[src/logic/vic_vector_pkg.sv]
// Constants, field layouts and carrier types for the vector address logic.
// Assumes one system clock; the raw, enable and select registers live
// outside and reach this block as per-source state vectors.
package vic_vector_pkg;

  localparam int unsigned NUM_SLOTS  = 16;
  localparam int unsigned NUM_SRC    = 32;
  localparam int unsigned NUM_EVENTS = 4;

  // Byte addresses on the register bus.
  localparam logic [31:0] ADDR_PROTECTION     = 32'hFFFFF020;
  localparam logic [31:0] ADDR_VECTOR_PORT    = 32'hFFFFF030;
  localparam logic [31:0] ADDR_DEFAULT_VECTOR = 32'hFFFFF034;
  localparam logic [31:0] ADDR_EVENT_STATUS   = 32'hFFFFF040;
  localparam logic [31:0] ADDR_EVENT_MASK     = 32'hFFFFF044;
  localparam logic [31:0] ADDR_SLOT_ADDR_BASE = 32'hFFFFF100;
  localparam logic [31:0] ADDR_SLOT_CTRL_BASE = 32'hFFFFF200;

  // Slot control field positions.
  localparam int unsigned CTRL_ENABLE_BIT = 5;
  localparam int unsigned CTRL_SRC_MSB    = 4;
  localparam int unsigned CTRL_SRC_LSB    = 0;

  // Reset values.
  localparam logic        RST_PROTECTION     = 1'h0;
  localparam logic [31:0] RST_DEFAULT_VECTOR = 32'h0;
  localparam logic [31:0] RST_SLOT_ADDR      = 32'h0;
  localparam logic [5:0]  RST_SLOT_CTRL      = 6'h00;
  localparam logic [3:0]  RST_EVENT_MASK     = 4'h0;

  // Source channel numbers.
  localparam int unsigned CH_WATCHDOG  = 0;
  localparam int unsigned CH_SOFT_ONLY = 1;
  localparam int unsigned CH_DBG_RX    = 2;
  localparam int unsigned CH_DBG_TX    = 3;
  localparam int unsigned CH_TIMER0    = 4;
  localparam int unsigned CH_TIMER1    = 5;
  localparam int unsigned CH_UART0     = 6;
  localparam int unsigned CH_UART1     = 7;
  localparam int unsigned CH_PWM       = 8;
  localparam int unsigned CH_I2C       = 9;
  localparam int unsigned CH_SPI       = 10;
  localparam int unsigned CH_PLL       = 12;
  localparam int unsigned CH_RTC       = 13;
  localparam int unsigned CH_EXT0      = 14;
  localparam int unsigned CH_EXT1      = 15;
  localparam int unsigned CH_EXT2      = 16;

  // Event status bit positions.
  localparam int unsigned EV_VEC_FETCH   = 0;
  localparam int unsigned EV_DEF_FETCH   = 1;
  localparam int unsigned EV_SERVICE_END = 2;
  localparam int unsigned EV_DENIED      = 3;

  typedef struct packed {
    logic       enable;
    logic [4:0] source;
  } slot_ctrl_t;

  typedef struct packed {
    logic [31:0] asserted;
    logic [31:0] enabled;
    logic [31:0] category_select;
  } src_state_t;

  typedef struct packed {
    logic       watchdog_event;
    logic       dbg_rx;
    logic       dbg_tx;
    logic [3:0] timer0_match;
    logic [3:0] timer0_capture;
    logic       timer1_line;
    logic       uart0_line;
    logic       uart1_line;
    logic       modem_status_event;
    logic [6:0] pwm_match;
    logic [3:0] pwm_capture;
    logic       i2c_line;
    logic       spi_line;
    logic       pll_line;
    logic       counter_increment_flag;
    logic       alarm_flag;
    logic       external_line_zero;
    logic       external_line_one;
    logic       external_line_two;
  } periph_lines_t;

  typedef enum logic {
    BUS_IDLE = 1'b0,
    BUS_HOLD = 1'b1
  } bus_state_t;

endpackage

[src/logic/vic_vector_addr.sv]
// Vector address, priority resolution and source channel assembly.
// Assumes an APB master on clk; peripheral lines arrive already on clk.
`timescale 1ns/1ns

// Summary of operation
// - Sixteen 32-bit read/write slot address registers, one per vectored slot.
// - Vector port read returns address of highest-priority qualifying slot.
// - With no qualifying slot, vector port read returns default address.
// - Vector port write stores nothing; it updates priority state and sets the service-end event flag.
// - Vector port and default address register reset to zero.
// - Protection bit set restricts register access to privileged mode.
// - Each peripheral drives one combined line into its channel.
// - One channel has no hardware request; software interrupts only.
// - First timer match and capture line drives channel 4.
// - Second serial port line, with modem status, drives channel 7.
// - Modulator seven match and four capture events drive channel 8.
// - Clock counter-increment and alarm flags drive channel 13.
// - External line zero drives channel 14, external line two 16.
// - Slot 0 has highest priority, slot 15 lowest.
// - Slot control: enable in bit 5, source in bits 4:0, reset zero.
// - Same source in several enabled slots: lower slot wins.
// - Only sources with select bit 0 (IRQ) take part.
module vic_vector_addr (
  // Clock and reset.
  input  wire logic                          clk,
  input  wire logic                          sys_rst,
  // APB slave.
  input  wire logic                          psel,
  input  wire logic                          penable,
  input  wire logic                          pwrite,
  input  wire logic [31:0]                   paddr,
  input  wire logic [31:0]                   pwdata,
  input  wire logic [2:0]                    pprot,
  output logic                               pready,
  output logic [31:0]                        prdata,
  output logic                               pslverr,
  // Source state from the adjacent raw, enable and select registers.
  input  wire vic_vector_pkg::src_state_t    src_state,
  // Peripheral interrupt lines.
  input  wire vic_vector_pkg::periph_lines_t periph,
  // Assembled hardware request per source channel.
  output logic [31:0]                        channel_request,
  // Event interrupt.
  output logic                               intr_out
);
  import vic_vector_pkg::*;

  // Lowest set bit of a 17-bit vector as a one-hot mask.
  function automatic logic [16:0] lowest_onehot(input logic [16:0] v);
    lowest_onehot = v & (~v + 17'h00001);
  endfunction

  bus_state_t         state_r;
  bus_state_t         state_nxt;
  logic               prot_r;
  logic [31:0]        default_r;
  logic [31:0]        slot_addr_r [NUM_SLOTS];
  slot_ctrl_t         slot_ctrl_r [NUM_SLOTS];
  logic [16:0]        in_service_r;
  logic [16:0]        in_service_nxt;
  logic [15:0]        win_r;
  logic               win_valid_r;
  logic               denied_r;
  logic [31:0]        prdata_r;
  logic               pslverr_r;
  logic [3:0]         status_r;
  logic [3:0]         status_nxt;
  logic [3:0]         mask_r;
  logic [31:0]        chan_req_r;
  logic [31:0]        chan_req_nxt;

  // Bus phase decode: capture on the first access edge, finish on the next.
  wire         capture   = psel & penable & (state_r == BUS_IDLE);
  wire         complete  = psel & penable & (state_r == BUS_HOLD);
  wire         denied    = prot_r & ~pprot[0];
  wire [3:0]   slot_idx  = paddr[5:2];
  wire         sel_prot  = (paddr == ADDR_PROTECTION);
  wire         sel_vec   = (paddr == ADDR_VECTOR_PORT);
  wire         sel_def   = (paddr == ADDR_DEFAULT_VECTOR);
  wire         sel_stat  = (paddr == ADDR_EVENT_STATUS);
  wire         sel_mask  = (paddr == ADDR_EVENT_MASK);
  wire         sel_saddr = (paddr[31:6] == ADDR_SLOT_ADDR_BASE[31:6])
                           & (paddr[1:0] == 2'h0);
  wire         sel_sctrl = (paddr[31:6] == ADDR_SLOT_CTRL_BASE[31:6])
                           & (paddr[1:0] == 2'h0);
  wire         mapped    = sel_prot | sel_vec | sel_def | sel_stat
                           | sel_mask | sel_saddr | sel_sctrl;
  wire         wr_ok     = complete & pwrite & ~denied;
  wire         rd_vec    = complete & ~pwrite & ~denied_r & sel_vec;
  wire         wr_vec    = wr_ok & sel_vec;

  // Qualifying IRQ sources and per-slot eligibility.
  wire [31:0]  src_irq   = src_state.asserted & src_state.enabled
                           & ~src_state.category_select;
  logic [15:0] slot_hit;
  logic [15:0] svc_block;
  logic [15:0] eligible;
  logic [31:0] vec_chain [NUM_SLOTS+1];
  logic [16:0] win17;
  logic [31:0] vec_value;
  logic [31:0] rd_value;

  genvar gi;
  generate
    for (gi = 0; gi < NUM_SLOTS; gi = gi + 1) begin : g_slot
      // A slot qualifies when enabled and its source is an active IRQ.
      assign slot_hit[gi] = slot_ctrl_r[gi].enable
                            & src_irq[slot_ctrl_r[gi].source];
      // Slots at or below an in-service level are held off.
      assign svc_block[gi] = |in_service_r[gi:0];
      assign eligible[gi]  = slot_hit[gi] & ~svc_block[gi];
      assign vec_chain[gi+1] = vec_chain[gi]
                               | (win17[gi] ? slot_addr_r[gi] : 32'h0);

      // Slot address and control registers.
      always_ff @(posedge clk or posedge sys_rst) begin
        if (sys_rst) begin
          slot_addr_r[gi] <= RST_SLOT_ADDR;
          slot_ctrl_r[gi] <= RST_SLOT_CTRL;
        end else if (wr_ok && slot_idx == 4'(gi)) begin
          if (sel_saddr) begin
            slot_addr_r[gi] <= pwdata;
          end
          if (sel_sctrl) begin
            slot_ctrl_r[gi] <= pwdata[CTRL_ENABLE_BIT:CTRL_SRC_LSB];
          end
        end
      end
    end
  endgenerate

  // Lowest eligible slot index wins; slot 0 ranks highest.
  assign vec_chain[0] = 32'h0;
  assign win17        = lowest_onehot({1'b0, eligible});
  assign vec_value    = (|eligible) ? vec_chain[NUM_SLOTS]
                                    : default_r;

  // Read data selection; denied or unmapped reads give zero.
  always_comb begin
    rd_value = 32'h0;
    if (denied) begin
      rd_value = 32'h0;
    end else if (sel_prot) begin
      rd_value = {31'h0, prot_r};
    end else if (sel_vec) begin
      rd_value = vec_value;
    end else if (sel_def) begin
      rd_value = default_r;
    end else if (sel_stat) begin
      rd_value = {28'h0, status_r};
    end else if (sel_mask) begin
      rd_value = {28'h0, mask_r};
    end else if (sel_saddr) begin
      rd_value = slot_addr_r[slot_idx];
    end else if (sel_sctrl) begin
      rd_value = {26'h0, slot_ctrl_r[slot_idx]};
    end
  end

  // Bus state: one wait state before pready.
  always_comb begin
    state_nxt = state_r;
    unique case (state_r)
      BUS_IDLE: begin
        if (capture) begin
          state_nxt = BUS_HOLD;
        end
      end
      BUS_HOLD: begin
        state_nxt = BUS_IDLE;
      end
    endcase
  end

  // Priority state: a vector read enters a level, a vector write leaves it.
  always_comb begin
    in_service_nxt = in_service_r;
    if (rd_vec) begin
      in_service_nxt = in_service_r
                       | (win_valid_r ? {1'b0, win_r} : 17'h10000);
    end else if (wr_vec) begin
      in_service_nxt = in_service_r & ~lowest_onehot(in_service_r);
    end
  end

  // Event flags: set wins over a write-one clear in the same cycle.
  wire [3:0] ev_set = {complete & denied,
                       wr_vec,
                       rd_vec & ~win_valid_r,
                       rd_vec & win_valid_r};
  wire [3:0] ev_clr = (wr_ok & sel_stat) ? pwdata[3:0] : 4'h0;
  assign status_nxt = (status_r & ~ev_clr) | ev_set;

  // Channel assembly: one combined line per peripheral.
  always_comb begin
    chan_req_nxt               = 32'h0;
    chan_req_nxt[CH_WATCHDOG]  = periph.watchdog_event;
    chan_req_nxt[CH_SOFT_ONLY] = 1'b0;
    chan_req_nxt[CH_DBG_RX]    = periph.dbg_rx;
    chan_req_nxt[CH_DBG_TX]    = periph.dbg_tx;
    chan_req_nxt[CH_TIMER0]    = |{periph.timer0_match,
                                   periph.timer0_capture};
    chan_req_nxt[CH_TIMER1]    = periph.timer1_line;
    chan_req_nxt[CH_UART0]     = periph.uart0_line;
    chan_req_nxt[CH_UART1]     = periph.uart1_line
                                 | periph.modem_status_event;
    chan_req_nxt[CH_PWM]       = |{periph.pwm_match,
                                   periph.pwm_capture};
    chan_req_nxt[CH_I2C]       = periph.i2c_line;
    chan_req_nxt[CH_SPI]       = periph.spi_line;
    chan_req_nxt[CH_PLL]       = periph.pll_line;
    chan_req_nxt[CH_RTC]       = periph.counter_increment_flag
                                 | periph.alarm_flag;
    chan_req_nxt[CH_EXT0]      = periph.external_line_zero;
    chan_req_nxt[CH_EXT1]      = periph.external_line_one;
    chan_req_nxt[CH_EXT2]      = periph.external_line_two;
  end

  // Bus capture registers and priority state.
  always_ff @(posedge clk or posedge sys_rst) begin
    if (sys_rst) begin
      state_r      <= BUS_IDLE;
      prdata_r     <= 32'h0;
      pslverr_r    <= 1'b0;
      win_r        <= 16'h0;
      win_valid_r  <= 1'b0;
      denied_r     <= 1'b0;
      in_service_r <= 17'h0;
    end else begin
      state_r      <= state_nxt;
      in_service_r <= in_service_nxt;
      if (capture) begin
        prdata_r    <= pwrite ? 32'h0 : rd_value;
        pslverr_r   <= ~mapped;
        win_r       <= win17[15:0];
        win_valid_r <= |eligible;
        denied_r    <= denied;
      end
    end
  end

  // Software-visible control registers.
  always_ff @(posedge clk or posedge sys_rst) begin
    if (sys_rst) begin
      prot_r    <= RST_PROTECTION;
      default_r <= RST_DEFAULT_VECTOR;
      mask_r    <= RST_EVENT_MASK;
      status_r  <= 4'h0;
    end else begin
      status_r <= status_nxt;
      if (wr_ok && sel_prot) begin
        prot_r <= pwdata[0];
      end
      if (wr_ok && sel_def) begin
        default_r <= pwdata;
      end
      if (wr_ok && sel_mask) begin
        mask_r <= pwdata[3:0];
      end
    end
  end

  // Registered channel requests.
  always_ff @(posedge clk or posedge sys_rst) begin
    if (sys_rst) begin
      chan_req_r <= 32'h0;
    end else begin
      chan_req_r <= chan_req_nxt;
    end
  end

  // Outputs.
  assign pready          = (state_r == BUS_HOLD);
  assign prdata          = prdata_r;
  assign pslverr         = pready & pslverr_r;
  assign channel_request = chan_req_r;
  assign intr_out        = |(status_r & mask_r);
endmodule // vic_vector_addr

[config.mk]
export PLATFORM = sky130hd
export DESIGN_NAME = vic_vector_addr
export DESIGN_NICKNAME = d
export VERILOG_FILES = /design/src/logic/vic_vector_pkg.sv /design/src/logic/vic_vector_addr.sv
export SDC_FILE = /design/constraint.sdc
export NUM_CORES = 2
export LEC_CHECK = 0
export BUFFER_PORTS_ARGS = -buffer_cell sky130_fd_sc_hd__buf_2
export CAP_MARGIN = 20
export CORE_UTILIZATION = 58
export CTS_BUF_LIST = sky130_fd_sc_hd__clkbuf_4 sky130_fd_sc_hd__clkbuf_8
export DETAILED_ROUTE_END_ITERATION = 6
export PLACE_DENSITY_LB_ADDON = 0.1
export SLEW_MARGIN = 20
export SYNTH_ARGS = -nofsm -noshare
export SYNTH_HDL_FRONTEND = slang
export SYNTH_SLANG_ARGS = --single-unit
[constraint.sdc]
create_clock -name clk -period 27.4 [get_ports clk]
set_input_delay 5.48 -clock clk [delete_from_list [all_inputs] [get_ports clk]]
set_output_delay 5.48 -clock clk [all_outputs]
set_load 0.02 [all_outputs]
# ---- Word-level counts from Yosys, hierarchy flattened
# Index checks and enable logic that the tools add are counted.
dict set report totals {
  output_inout_bits 67
  register_bits 733
  word_cells 354
  inputBits 202
}
dict set report classes {
  mux 70
  magnitude_cmp 17
  eq_ne 22
  n_bitwise 110
  reduce_logical 73
  addsub 2
}
# op count
set ops {}
lappend ops {{two-way mux 32 bit} 27}
lappend ops {{OR 32 bit} 15}
lappend ops {{equality test 32 bit (second input constant)} 5}
lappend ops {{binary-select mux 32 bit (select 4 bit)} 1}
lappend ops {{< comparator 5 x 6 -> 1 bit (second input constant)} 16}
lappend ops {{binary-select mux 1 bit (select 5 bit)} 16}
lappend ops {{bitwise AND 32 bit} 2}
lappend ops {{AND reduction 2 bit} 32}
lappend ops {{equality test 26 bit (second input constant)} 2}
lappend ops {{two-way mux 17 bit} 3}
lappend ops {{bitwise AND 1 bit} 49}
lappend ops {{bitwise AND 17 bit} 2}
lappend ops {{inverter 17 bit} 2}
lappend ops {{equality test 4 bit (second input constant)} 8}
lappend ops {{inverter 32 bit} 1}
lappend ops {{OR reduction 16 bit} 2}
lappend ops {{binary-select mux 6 bit (select 4 bit)} 1}
lappend ops {{inverter 1 bit} 23}
lappend ops {{OR reduction 11 bit} 2}
lappend ops {{logical AND 1 bit} 19}
lappend ops {{two-way mux 6 bit} 3}
lappend ops {{adder 17 x 1 -> 17 bit (second input constant)} 1}
lappend ops {{two-way mux 1 bit} 17}
lappend ops {{OR 17 bit} 1}
lappend ops {{other kinds (30)} 44}

# ---- Logic depth before layout (Yosys ltp)
dict set report logic_depth {
  depth_word 30
  mapped_depth 14
}

# ---- Worst setup path after synthesis
# OpenSTA, ideal clock, no wires.
dict set report synth_path {
  kind {input to register}
  start {in src_state[14] (netlist name)}
  end {reg prdata_r[19] (netlist: prdata[19])}
  path_stages 13
  path_slack_ps 19264
  t_arrival_ps 8006
  path_buffers 3
  path_cell_list {nand3b_1 -> buf_2 -> mux2_2 -> mux4_2 -> a211oi_2 -> o2111ai_2 -> buf_2 -> buf_2 -> and3_1 -> o21ai_1 -> a21oi_1 -> a2111oi_2 -> a21oi_1}
}
dict set report synth_between {
  elab_chain_len 30
  word_cells_on_any_way 106
  cone_classes {add/sub: 1; mux: 53; bitwise: 51; reduce/logical: 1}
}
# item line
set synth_rtl {}
lappend synth_rtl {{from (decl)} vic_vector_addr.sv:38} ;# input wire vic_vector_pkg::src_state_t src_state,
lappend synth_rtl {{inverter 32 bit *} vic_vector_addr.sv:94} ;# & ~src_state.category_select;
lappend synth_rtl {{bitwise AND 32 bit *} vic_vector_addr.sv:94}
lappend synth_rtl {{binary-select mux 1 bit (select 5 bit)} vic_vector_addr.sv:108} ;# & src_irq[slot_ctrl_r[gi].source];
lappend synth_rtl {{two-way mux 1 bit (not written as such)} vic_vector_addr.sv:108}
lappend synth_rtl {{bitwise AND 1 bit} vic_vector_addr.sv:108}
lappend synth_rtl {{bitwise AND 1 bit} vic_vector_addr.sv:111} ;# assign eligible[gi] = slot_hit[gi] & ~svc_block[gi];
lappend synth_rtl {{inverter 16 bit} vic_vector_addr.sv:50} ;# lowest_onehot = v & (~v + 17'h00001);
lappend synth_rtl {{adder 16 x 1 -> 16 bit} vic_vector_addr.sv:50}
lappend synth_rtl {{bitwise AND 16 bit} vic_vector_addr.sv:50}
lappend synth_rtl {{two-way mux 32 bit} vic_vector_addr.sv:113} ;# | (win17[gi] ? slot_addr_r[gi] : 32'h0);
lappend synth_rtl {{OR 32 bit (15 in a row)} vic_vector_addr.sv:113}
lappend synth_rtl {{two-way mux 32 bit *} vic_vector_addr.sv:135} ;# assign vec_value = (|eligible) ? vec_chain[NUM_SLOTS]
lappend synth_rtl {{two-way mux 32 bit *} vic_vector_addr.sv:145} ;# end else if (sel_vec) begin
lappend synth_rtl {{two-way mux 32 bit *} vic_vector_addr.sv:143} ;# end else if (sel_prot) begin
lappend synth_rtl {{two-way mux 32 bit *} vic_vector_addr.sv:141} ;# if (denied) begin
lappend synth_rtl {{two-way mux 32 bit *} vic_vector_addr.sv:233} ;# prdata_r <= pwrite ? 32'h0 : rd_value;
lappend synth_rtl {{to (signal assigned)} vic_vector_addr.sv:233}
lappend synth_rtl {{to (decl)} vic_vector_addr.sv:64} ;# logic [31:0] prdata_r;
# Every way passes the cells marked *; elsewhere a longest branch is shown, timed or not. The select of a mux whose other input is x is not followed.
# A chain may end at the register's enable or synchronous reset.

# ---- Worst setup path in the final report
dict set report layout_path {
  start {in src_state[15] (netlist name)}
  end {reg prdata_r[10] (netlist: prdata[10])}
}
# Same word-level chain as after synthesis.

==> flow_metrics.env <==
export IMPL_cts_root_buffer="clkbuf_8"
export IMPL_pwr_share_seq_pct=48.0
export IMPL_arrival_ns=10.25
export IMPL_totalWireLength_um=164000
export IMPL_netlist_cell_type_count=98
export IMPL_die_area_um2=77200
export IMPL_cts_hold_buf=0
export IMPL_r2r_end="prdata[10]"
export IMPL_vias=37300
export IMPL_p_int_w=0.00168
export IMPL_ios=269
export IMPL_rsz0062_at_grt="false"
export IMPL_cts_max_level=3
export IMPL_drtIter0Drc=5267
export IMPL_core_um2=74800
export IMPL_vdd_ir_drop_worst_v=0.0000385
export IMPL_yosysMostFrequentCell="dfrtp_1"
export IMPL_avgViaCountPerCell=7.32
export IMPL_setup_violations_final=0
export IMPL_max_cap_violations=0
export IMPL_cts_resized=0
export IMPL_final_core_util_pct=64.8
export IMPL_hold_viol_final=0
export IMPL_grt_usage_pct=42.1
export IMPL_layout_min_cycle_time_ns=9.63
export IMPL_syn2layout_area_growth_pct=9.91
export IMPL_drc=6
export IMPL_syn_inst=3942
export IMPL_pwr_share_clk_pct=45.1
export IMPL_yosys_most_used_dff="dfrtp_1"
export IMPL_synth_async_reset_ratio_pct=100
export IMPL_first_pass_iters=7
export IMPL_worst_setup_path_start_kind="primary input"
export IMPL_avgSynthCellArea_um2=11.2
export IMPL_yosysTopAreaCell="dfrtp_1"
export IMPL_ant_nets=0
export IMPL_crit_fanout=35
export IMPL_drive_above_1_share_pct=36.4
export IMPL_synth_edff_count=0
export IMPL_slew_violations=0
export IMPL_r2r_slack_ns=22.04
export IMPL_numClockSinks=732
export IMPL_synth_seq_area_share_pct=41.5
export IMPL_antenna_found_initial=6
export IMPL_cts_tree="done"
export IMPL_clk_latency_ns=0.78
export IMPL_slew_limit_headroom_pct=18.8
export IMPL_worstMarginPinSlew_ns=1.21
export IMPL_io_buffers=249
export IMPL_crit_start="src_state[15]"
export IMPL_end_kind="register"
export IMPL_power_share_switching_pct=25.4
export IMPL_grt_start_max_net_pins=110
export IMPL_grt_pass1_vias=35900
export IMPL_finalCritPeriodShare_pct=35.1
export IMPL_hp_class="register to register"
export IMPL_r2r_start="in_service_r[0]"
export IMPL_die_w_um=278
export IMPL_grt_ovfl_total=0
export IMPL_fin_hold_ws_ns=0.473
export IMPL_die_h_um=278
export IMPL_dp_hpwl_um=97500
export IMPL_syn_area_um2=44100
export IMPL_grt_pass1_wl_um=239000
export IMPL_status="finished with violations"
export IMPL_clock_fmax_ghz=0.104
export IMPL_postCtsSetupBuffers=0
export IMPL_wire_per_inst_um=32.2
export IMPL_cp_required_ns=28.02
export IMPL_critical_path_endpoint="prdata[10]"
export IMPL_rows=100
export IMPL_power_density_nw_per_um2=46.5
export IMPL_crit_type="primary input to register"
export IMPL_gp_congestion=1.01
export IMPL_nets=4224
export IMPL_synth_top_area_share_pct=41.5
export IMPL_setup_tns_ns=0
export IMPL_violations="DRC"
export IMPL_ys_warn_count=0
export IMPL_path_clk_slew_ns=0.06
export IMPL_ys_ff_latch=732
export IMPL_clock_path_buffers=3
export IMPL_initial_utilization_pct=59.0
export IMPL_combPwrFrac_pct=6.9
export IMPL_fin_skew_ns=0.0457
export IMPL_worstRegToRegCells=12
export IMPL_synthTopCellsByArea="dfrtp_1 42%, mux2_2 16%, mux4_2 11%, clkbuf_1 2.1%, nand2_1 2.1%"
export IMPL_numCtsBuffers=119
export IMPL_synth_commonest_cells="732 x dfrtp_1, 611 x mux2_2, 246 x clkbuf_1"
export IMPL_power_switching_w=0.000574
export IMPL_leakage_nw=21.8
## logic make-up after synthesis
group,after synthesis,share of synthesized area [%]
AOI/OAI and AO/OA,751,12.6
buffers and inverters,523,4.81
DFF,732,41.5
muxes,910,28.8
other,1,0.00850
and+or+nand+nor,1025,12.3
## registers in the layout (all words and copies together), names as in the netlist, 4 cells and up
name and count:
default_r 32, slot_ctrl_r 96, mask_r 4, status_r 4, in_service_r 16, prdata 32, channel_request 15, slot_addr_r 512
win_r 16
## power by group through the flow
stage          registers (W)  logic [W]  clock network [W]
3_3_place_gp         0.00110   0.000150                  0
3_5_place_dp         0.00110   0.000150                  0
2_1_floorplan        0.00111  0.0000856                  0
4_1_cts              0.00108   0.000150            0.00103
6_report             0.00108   0.000155            0.00102
5_1_grt              0.00108   0.000163            0.00107
## worst max-delay path, stage by stage
cell and delay (ns):
buf_2 0.14, nand3b_1 0.62, mux4_2 0.68, a22o_1 0.25
o22ai_1 0.15, a21o_2 0.15, buf_4 0.69, nor3b_4 0.12
nand4_4 0.13, buf_4 0.63, nor2_1 0.39, a2111oi_0 0.62
a31oi_1 0.16
## metal layers
metal	vias to the layer above	GRT usage (%)	part of all wire (%)
met5	-	2.38	0.013
met4	4	21.7	5.9
met3	678	13.4	13
met2	2727	61.6	43
met1	18700	56.1	38
li1	15200	-	-
## area by class of cell
class	count	area [µm²]
Inverter	134	512
Clock buffer	193	2400
Tap cell	969	1210
Fill cell	5944	26300
Sequential cell	732	18300
Timing Repair Buffer	332	1910
Multi-Input combinational cell	2703	24000
Antenna cell	16	40.0
Clock inverter	17	145
## per-stage QoR
stage	power, W	worst slack, ns	area (µm²)	cells
after global routing	0.00232	17.80	48500	5092
after global placement	0.00125	17.24	45900	4868
final	0.00226	17.77	48500	5096
after floorplan	0.00119	1.38	44200	3958
after detailed placement	0.00125	17.22	45900	4868
after CTS	0.00226	17.97	48400	5078
## worst min-delay path by stage
stage / startpoint / end / slack (ns) / cells past startpoint
3_5_place_dp: win_r[12] / win_r[12] / 0.46 / 2
4_1_cts: win_r[12] / win_r[12] / 0.47 / 2
3_3_place_gp: win_r[7] / in_service_r[7] / 0.46 / 2
5_1_grt: win_r[7] / in_service_r[7] / 0.49 / 2
6_report: win_r[12] / win_r[12] / 0.47 / 2
2_1_floorplan: win_r[12] / win_r[12] / 0.44 / 2
## cell usage in the layout, fill, tap and decap left out, types with 12 or more instances in the layout
master	count
a2111oi_0	24
a2111oi_2	18
a211oi_1	51
a21oi_1	114
a221o_1	32
a221oi_1	72
a22o_1	14
a22oi_1	13
a31o_2	30
a31oi_1	49
and2_1	45
and3_1	49
and3b_1	32
buf_2	247
buf_4	80
clkbuf_4	41
clkbuf_8	152
conb_1	17
dfrtp_1	732
diode_2	16
inv_1	127
mux2_2	611
mux2i_1	74
mux4_2	225
nand2_1	229
nand2_2	16
nand2b_1	23
nand3_1	121
nand3b_1	42
nand4_1	41
nand4b_1	33
nor2_1	206
nor2b_1	21
nor3_1	80
nor4bb_1	12
o2111ai_1	25
o211ai_1	18
o21ai_0	116
o21ai_1	27
o31ai_1	15
Power figures use the tool's default switching activity.
